File: config.mk
export PLATFORM = sky130hd
export DESIGN_NAME = dpr_device_flat
export DESIGN_NICKNAME = d
export VERILOG_FILES = /design/src/dpr_pkg.sv /design/src/dpr_link_if.sv /design/src/dpr_device.sv /design/src/flat_wrapper.sv
export VERILOG_INCLUDE_DIRS = /design/src
export SDC_FILE = /design/constraint.sdc
export NUM_CORES = 1
export LEC_CHECK = 0
export BUFFER_PORTS_ARGS = -buffer_cell sky130_fd_sc_hd__buf_2
export CAP_MARGIN = 10
export CORE_ASPECT_RATIO = 1.1
export CORE_MARGIN = 1.5
export CORE_UTILIZATION = 25
export CTS_CLUSTER_DIAMETER = 30
export DETAILED_ROUTE_END_ITERATION = 7
export GPL_ROUTABILITY_DRIVEN = 0
export GPL_TIMING_DRIVEN = 0
export MAX_ROUTING_LAYER = met4
export REMOVE_ABC_BUFFERS = 1
export SLEW_MARGIN = 20
export SYNTH_ARGS = -nofsm -noshare
export SYNTH_HDL_FRONTEND = slang
export SYNTH_SLANG_ARGS = --single-unit
File: constraint.sdc
create_clock -name clk -period 3.3 [get_ports clk]
set_input_delay 0.66 -clock clk [delete_from_list [all_inputs] [get_ports clk]]
set_output_delay 0.66 -clock clk [all_outputs]
set_load 0.02 [all_outputs]
File: src/dpr_defines.svh
// Constants for the power-down/reset sequencer pair.
// Assumes inclusion by bare name from the same folder.
`ifndef DPR_DEFINES_SVH
`define DPR_DEFINES_SVH

// ****************************************
// Timing
// ****************************************
`define DPR_CLK_PERIOD_NS 8
`define DPR_MIN_LOW_CYCLES 4
`define DPR_LOCK_WAIT_MS 100
`define DPR_LOCK_WAIT_CYCLES ((`DPR_LOCK_WAIT_MS * 1000000) / `DPR_CLK_PERIOD_NS)
`define DPR_RESET_OP_CYCLES 8

// ****************************************
// Channel control word layout and defaults
// ****************************************
`define DPR_CTRL_MUTE_BIT 6
`define DPR_CTRL_ATTEN_MSB 5
`define DPR_CTRL_MUTE_RST 1'b0
`define DPR_CTRL_ATTEN_RST 6'h00

`endif

File: src/dpr_pkg.sv
// Types shared by both ends of the power-down/reset link.
// Assumes dpr_defines.svh sits in the same folder.
`default_nettype none
package dpr_pkg;
  // Device sequencer states
  typedef enum logic [3:0] {
    DPR_ST_DOWN = 4'h1,
    DPR_ST_RESET = 4'h2,
    DPR_ST_READY = 4'h4,
    DPR_ST_IDLE = 4'h8
  } dpr_dev_state_t;

  // Host sequencer states
  typedef enum logic [3:0] {
    DPR_HS_HOLD = 4'h1,
    DPR_HS_WAIT = 4'h2,
    DPR_HS_RUN = 4'h4,
    DPR_HS_OFF = 4'h8
  } dpr_host_state_t;

  // One channel control word
  typedef struct packed {
    logic mute;
    logic [5:0] atten;
  } dpr_chan_ctrl_t;
endpackage
`default_nettype wire

File: src/dpr_link_if.sv
// Pins between host and device: reset line and format selects.
// Assumes both ends run from the same master clock.
`timescale 1ns/1ps
`default_nettype none
interface dpr_link_if;
  logic power_down_reset_n;
  logic input_format_sel0;
  logic input_format_sel1;
  logic word_length_sel;
  logic deemphasis_sel;

  modport host (
    output power_down_reset_n, input_format_sel0, input_format_sel1,
    output word_length_sel, deemphasis_sel
  );
  modport device (
    input power_down_reset_n, input_format_sel0, input_format_sel1,
    input word_length_sel, deemphasis_sel
  );
endinterface
`default_nettype wire

File: src/dpr_device.sv
// Device end: power-down and reset sequencing of the DAC core.
// Assumes pins arrive asynchronously; clk is the master clock.
`timescale 1ns/1ps
`default_nettype none
`include "dpr_defines.svh"
module dpr_device
  import dpr_pkg::*;
#(
  parameter int MIN_LOW = `DPR_MIN_LOW_CYCLES,
  parameter int RESET_OP = `DPR_RESET_OP_CYCLES
) (
  // Clock, reset, enable
  input wire logic clk,
  input wire logic rst,
  input wire logic ce,
  // Link to host
  dpr_link_if.device link,
  // Channel control writes from the control port
  input wire logic ctrl_wr,
  input wire logic ctrl_right,
  input wire logic [6:0] ctrl_word,
  // Status and core controls
  output logic power_down,
  output logic engine_clear,
  output logic amp_short,
  output logic ready,
  output logic [6:0] left_ctrl,
  output logic [6:0] right_ctrl,
  output logic [3:0] format_sel
);

  // ****************************************
  // Pin synchronisers
  // ****************************************
  logic [2:0] rst_sync_q;
  logic rst_level_q;
  logic [3:0] fmt_s1_q, fmt_s2_q, fmt_s3_q;
  wire [3:0] fmt_pins = {link.deemphasis_sel, link.word_length_sel,
                         link.input_format_sel1, link.input_format_sel0};
  wire rst_agree = (rst_sync_q[1] == rst_sync_q[2]);

  // Reset line: level changes once stages two and three agree
  always_ff @(posedge clk or posedge rst) begin
    if (rst) begin
      rst_sync_q <= 3'h0;
      rst_level_q <= 1'b0;
    end else if (ce) begin
      rst_sync_q <= {rst_sync_q[1:0], link.power_down_reset_n};
      if (rst_agree) rst_level_q <= rst_sync_q[2];
    end
  end

  // Format pins: same three-stage chain, one lane per pin
  always_ff @(posedge clk or posedge rst) begin
    if (rst) begin
      fmt_s1_q <= 4'h0;
      fmt_s2_q <= 4'h0;
      fmt_s3_q <= 4'h0;
    end else if (ce) begin
      fmt_s1_q <= fmt_pins;
      fmt_s2_q <= fmt_s1_q;
      fmt_s3_q <= fmt_s2_q;
    end
  end

  // Format selects follow agreed samples only
  logic [3:0] fmt_q;
  wire [3:0] fmt_agree = ~(fmt_s2_q ^ fmt_s3_q);
  genvar g;
  generate
    for (g = 0; g < 4; g++) begin : g_fmt
      always_ff @(posedge clk or posedge rst) begin
        if (rst) begin
          fmt_q[g] <= 1'b0;
        end else if (ce && fmt_agree[g]) begin
          fmt_q[g] <= fmt_s3_q[g];
        end
      end
    end
  endgenerate

  // ****************************************
  // Low-time qualifier and sequencer
  // ****************************************
  logic [3:0] low_cnt_q;
  logic [7:0] op_cnt_q;
  dpr_dev_state_t state_q, state_d;
  wire low_ok = (low_cnt_q >= 4'(MIN_LOW));
  wire op_done = (op_cnt_q >= 8'(RESET_OP - 1));

  // Count consecutive low samples of the agreed level
  always_ff @(posedge clk or posedge rst) begin
    if (rst) begin
      low_cnt_q <= 4'h0;
    end else if (ce) begin
      if (rst_level_q) low_cnt_q <= 4'h0;
      else if (!low_ok) low_cnt_q <= low_cnt_q + 4'h1;
    end
  end

  // Next state
  always_comb begin
    state_d = state_q;
    case (state_q)
      DPR_ST_IDLE: if (!rst_level_q && low_ok) state_d = DPR_ST_DOWN;
      DPR_ST_DOWN: if (rst_level_q) state_d = DPR_ST_RESET;
      DPR_ST_RESET: if (op_done) state_d = DPR_ST_READY;
      DPR_ST_READY: if (!rst_level_q && low_ok) state_d = DPR_ST_DOWN;
      default: state_d = DPR_ST_DOWN;
    endcase
  end

  // State register
  always_ff @(posedge clk or posedge rst) begin
    if (rst) begin
      state_q <= DPR_ST_DOWN;
    end else if (ce) begin
      state_q <= state_d;
    end
  end

  // Reset-operation length, cleared outside the reset state
  always_ff @(posedge clk or posedge rst) begin
    if (rst) begin
      op_cnt_q <= 8'h00;
    end else if (ce) begin
      op_cnt_q <= (state_q == DPR_ST_RESET) ? op_cnt_q + 8'h01 : 8'h00;
    end
  end

  // ****************************************
  // Outputs and channel control words
  // ****************************************
  wire in_down = (state_d == DPR_ST_DOWN);
  wire in_reset = (state_d == DPR_ST_RESET);
  wire in_ready = (state_d == DPR_ST_READY);
  wire hold_core = in_down | in_reset;
  wire ctrl_take = ctrl_wr & ready;
  wire [1:0] chan_hit = {ctrl_right, ~ctrl_right};
  wire [6:0] ctrl_dflt = {`DPR_CTRL_MUTE_RST, `DPR_CTRL_ATTEN_RST};

  // Power-down flag follows the sequencer
  always_ff @(posedge clk or posedge rst) begin
    if (rst) begin
      power_down <= 1'b1;
    end else if (ce) begin
      power_down <= in_down;
    end
  end

  // Engine held cleared through power-down and reset
  always_ff @(posedge clk or posedge rst) begin
    if (rst) begin
      engine_clear <= 1'b1;
    end else if (ce) begin
      engine_clear <= hold_core;
    end
  end

  // Amplifiers shorted so the release makes no click
  always_ff @(posedge clk or posedge rst) begin
    if (rst) begin
      amp_short <= 1'b1;
    end else if (ce) begin
      amp_short <= hold_core;
    end
  end

  // Ready once the reset operation is over
  always_ff @(posedge clk or posedge rst) begin
    if (rst) begin
      ready <= 1'b0;
    end else if (ce) begin
      ready <= in_ready;
    end
  end

  // Agreed format selects handed to the data port
  always_ff @(posedge clk or posedge rst) begin
    if (rst) begin
      format_sel <= 4'h0;
    end else if (ce) begin
      format_sel <= fmt_q;
    end
  end

  // Channel control words; writes land only while ready
  logic [6:0] chan_q [2];
  genvar c;
  generate
    for (c = 0; c < 2; c++) begin : g_chan
      always_ff @(posedge clk or posedge rst) begin
        if (rst) begin
          chan_q[c] <= 7'h00;
        end else if (ce) begin
          if (hold_core) chan_q[c] <= ctrl_dflt;
          else if (ctrl_take && chan_hit[c]) chan_q[c] <= ctrl_word;
        end
      end
    end
  endgenerate

  // Channel 0 is left, channel 1 is right
  assign left_ctrl = chan_q[0];
  assign right_ctrl = chan_q[1];
endmodule
`default_nettype wire

File: src/flat_wrapper.sv
// flat-port wrapper written by rule: the top's interface ports become plain ports
module dpr_device_flat import dpr_pkg::*;
#(
  parameter int MIN_LOW = `DPR_MIN_LOW_CYCLES,
  parameter int RESET_OP = `DPR_RESET_OP_CYCLES
)
  (clk, rst, ce, ctrl_wr, ctrl_right, ctrl_word, power_down, engine_clear, amp_short, ready, left_ctrl, right_ctrl, format_sel, link_power_down_reset_n, link_input_format_sel0, link_input_format_sel1, link_word_length_sel, link_deemphasis_sel);
  dpr_link_if link_i ();
  input wire logic clk;
  input wire logic rst;
  input wire logic ce;
  input wire logic ctrl_wr;
  input wire logic ctrl_right;
  input wire logic [6:0] ctrl_word;
  output logic power_down;
  output logic engine_clear;
  output logic amp_short;
  output logic ready;
  output logic [6:0] left_ctrl;
  output logic [6:0] right_ctrl;
  output logic [3:0] format_sel;
  input wire logic [$bits(link_i.power_down_reset_n)-1:0] link_power_down_reset_n;
  input wire logic [$bits(link_i.input_format_sel0)-1:0] link_input_format_sel0;
  input wire logic [$bits(link_i.input_format_sel1)-1:0] link_input_format_sel1;
  input wire logic [$bits(link_i.word_length_sel)-1:0] link_word_length_sel;
  input wire logic [$bits(link_i.deemphasis_sel)-1:0] link_deemphasis_sel;
  assign link_i.power_down_reset_n = link_power_down_reset_n;
  assign link_i.input_format_sel0 = link_input_format_sel0;
  assign link_i.input_format_sel1 = link_input_format_sel1;
  assign link_i.word_length_sel = link_word_length_sel;
  assign link_i.deemphasis_sel = link_deemphasis_sel;
  dpr_device #(.MIN_LOW(MIN_LOW), .RESET_OP(RESET_OP)) u_core (.clk(clk), .rst(rst), .ce(ce), .link(link_i), .ctrl_wr(ctrl_wr), .ctrl_right(ctrl_right), .ctrl_word(ctrl_word), .power_down(power_down), .engine_clear(engine_clear), .amp_short(amp_short), .ready(ready), .left_ctrl(left_ctrl), .right_ctrl(right_ctrl), .format_sel(format_sel));
endmodule
==> summary.md <==
| Metric | Value |
|---|---|
| # H-tree levels | 3 |
| Hold Vio Cnt, Final | 0 |
| Worst-Margin Slew | 677 ps |
| Hold Slack | 447 ps |
| Yosys reg bits | 57 |
| Register area share after synthesis | 0.575 |
| Wire length per cell | 12.3 um |
| Drt pass-1 iters | 4 |
| Post-route setup slack | between 1000 and 1500 ps |
| Sum Neg Setup Slack | 0 ps |
| CTS tree | yes |
| First-pass GRT wire length | 7.62 mm |
| Critical Path End Type | register |
| Post-placement worst setup slack | 585 ps |
| Antenna-violating nets left | 0 |
| Tcrit/Tclk final | 0.594 |
| Hold Buf Count CTS | 0 |
| Final Setup Violations | 0 |
| Die height | ~110 um |
| Crit path to | u_core.left_ctrl[2] |
| Cells after Synth | 206 |
| Synthesis Warnings | 0 |
| Critical Path Start Type | primary input |
| Post-CTS Resized | 0 |
| Flop2flop setup slack | 1380 ps |
| Pint | 1450 uW |
| Pins over their slew limit | 0 |
| Core Util, Final | 0.309 |
| DP Area | 0.00278 mm^2 |
| Worst Path Arrival | 2220 ps |
| Setup Buffers After CTS | 0 |
| Peak supply drop | 0.412 mV |
| Port Buffers | 38 |
| Combinational Power Share | 0.183 |
| Vias in the first global route | 1630 |
| Width of the die | 98.1 um |
| Maximum number of pins on one net before global-route repair | 67 |
| Vias per std cell | roughly 4.5 |
| Mux contribution to synthesized area | 0.0951 |
| Largest family of logic cells by synthesized area | compound AO/OA/AOI/OAI gates |
| Clock share of power | 0.374 |
| Mean Syn Cell Area | 12.1 um^2 |
| # clock sinks | 57 |
| Simple-gate share of the synthesized area | 0.126 |
| Final Cell Area | around 0.0030 mm^2 |
| Layout cell share with drive strength beyond 1 | 0.352 |
| Fin Clk Skew | 7.84 ps |
| Post-DP HPWL | 2.98 mm |
| Rows | 38 |
| Worst setup path startpoint | ce |
| Psw | 542 uW |
| FF-to-FF path depth | 5 |
| Ports | 39 |
| Multi-input logic area | around 970 um^2 |
| DR iter-0 viols | 60 |
| DRC viols | 0 |
| RR Startpoint | u_core.low_cnt_q[3] |
| WS Path Type | in -> reg |
| Routed via count | 1676 |
| Yosys cell types | 37 |
| Area Overhead vs Synth | 21.0% |
| Sequential Area | between 0.001 and 0.0015 mm^2 |
| Clock Root Buffer | clkbuf_8 |
| Number of max-cap violations | 0 |
| Fin crit period | 1960 ps |
| XOR/XNOR share of the synthesized area | 0.0106 |
| Clk Latency, worst-skew pair | roughly 330 ps |
| Nets | 265 |
| Clk slew on worst S/H paths | 60 ps |
| Total track usage | 0.0927 |
| GRT overflow | 0 |
| Critical Path RT | 3560 ps |
| Synth Area in Compound Gates | 0.150 |
| Flop pwr share | 0.443 |
| Total CTS buffers | 9 |
| Fillers | 974 |
| RSZ-0062 raised after global routing | false |
| Max-slew headroom | 0.549 |
| N_diodes | 0 |
| Synth Area in Adders | 0.0101 |
| Initial antenna violation count | 0 |
| Outcome | finished clean |
| Switching share of power | 0.273 |
| Die Area | 0.0106 mm^2 |
| Initial Util | 0.255 |
| P_leak | roughly 0.0014 uW |
| RR Endpoint | u_core.left_ctrl[2] |
| Pwr/cell area | 661 mW/mm^2 |
| Crit path max fanout | 66 |
| Netlist area before placement | 0.00249 mm^2 |
| Placeable core area | 0.00975 mm^2 |
| Max Freq | 510 MHz |
| Clk buf depth | 2 |
| DRT Wirelength | around 4.5 mm |
| Worst hold-check path type | in -> async |
-- registers in the layout, summed over array words and instances (netlist names) --
name and cells:
u_core.engine_clear 1, u_core.fmt_q 4, u_core.fmt_s1_q 4, u_core.fmt_s2_q 4, u_core.fmt_s3_q 4, u_core.format_sel 4, u_core.left_ctrl 7, u_core.low_cnt_q 4
u_core.op_cnt_q 8, u_core.power_down 1, u_core.ready 1, u_core.right_ctrl 7, u_core.rst_level_q 1, u_core.rst_sync_q 3, u_core.state_q 4
-- metrics by stage --
stage          std cells  power (uW)
2_1_floorplan        197        1150
3_3_place_gp         355        1250
3_5_place_dp         355        1260
4_1_cts              370        2020
5_1_grt              370        2090
6_report             370        1990
-- cells by family (layout without fill, tap and decap cells) --
kind of cell | Yosys count | count (layout)
AOI/OAI and AO/OA | 55 | 55
xor gates and xnor gates | 3 | 3
adders and majority gates | 2 | 2
buffers and inverters | 17 | 61
DFF | 57 | 57
muxes | 21 | 21
and+or+nand+nor | 51 | 51
-- power groups by stage --
stage	sequential, uW	clock, uW	combinational, uW
detailed placement	894	0	368
global route	897	790	404
finish	881	744	363
global placement	888	0	359
floorplan	915	0	234
CTS	882	764	370
-- cells in the final DEF (no fill, tap or decap), types with 2 or more instances in the layout --
cell	instances
mux2_2	21
nand4_1	2
and3_1	2
ha_1	2
clkbuf_8	12
nand2_1	6
o21ai_0	12
dfrtp_1	54
bufinv_16	2
dfstp_2	3
inv_1	7
nor2_1	15
a22o_1	15
a21oi_1	18
nand3_1	10
buf_2	37
a31oi_1	3
o22ai_1	3
xor2_1	2
nand2b_1	5
-- synth_stat cells, drive strengths merged --
| cell | instances | area, um^2 |
|---|---|---|
| dfrtp | 54 | 1350 |
| mux2 | 21 | 236 |
| a21oi | 18 | 90.1 |
| nor2 | 16 | 62.6 |
| a22o | 15 | 131 |
| o21ai | 13 | 68.8 |
| nand3 | 11 | 60.1 |
| inv | 8 | 30.0 |
| nand2 | 7 | 28.8 |
| clkbuf | 6 | 32.5 |
| nand2b | 5 | 31.3 |
| a31oi | 3 | 18.8 |
| buf | 3 | 18.8 |
| dfstp | 3 | 78.8 |
| o22ai | 3 | 18.8 |
| and3 | 2 | 12.5 |
| ha | 2 | 25.0 |
| nand4 | 2 | 12.5 |
| nor3 | 2 | 21.3 |
| xor2 | 2 | 17.5 |
| and2 | 1 | 7.51 |
| and4 | 1 | 8.76 |
| nand4b | 1 | 15.0 |
| nor3b | 1 | 7.51 |
| nor4 | 1 | 21.3 |
| nor4b | 1 | 23.8 |
| o211a | 1 | 17.5 |
| o21a | 1 | 7.51 |
| o31ai | 1 | 21.3 |
| xnor2 | 1 | 8.76 |
-- worst min path at each step --
stage | to | depth (start not counted) | slack [ps] | startpoint
floorplan | u_core.fmt_q[0] | 2 | 460 | u_core.fmt_s3_q[0]
global placement | u_core.rst_level_q | 2 | 470 | u_core.rst_sync_q[2]
detailed placement | u_core.right_ctrl[4] | 1 | 480 | u_core.right_ctrl[4]
CTS | u_core.fmt_s2_q[2] | 2 | 470 | rst
global route | u_core.fmt_s3_q[2] | 2 | 500 | rst
finish | u_core.state_q[1] | 2 | 450 | rst
-- worst max-delay path, stage by stage --
cell and delay [ps]:
buf_4 510, nand3_1 260, nor4_4 540, a22o_1 230
-- metal layers --
layer | global-route usage | wire [um]
met1 | 0.107 | 2050
met2 | 0.148 | 2250
met3 | 0.0266 | 161
met4 | 0.0459 | 76
met5 | - | 0
-- final cells by class --
cell class | instances | area share
Inverter | 8 | 0.0108
Clock buffer | 13 | 0.0561
Timing Repair Buffer | 38 | 0.0640
Tap cell | 120 | 0.0499
Clock inverter | 2 | 0.0200
Multi-Input combinational cell | 132 | 0.324
Sequential cell | 57 | 0.475
(Power assumes the default switching activity.)
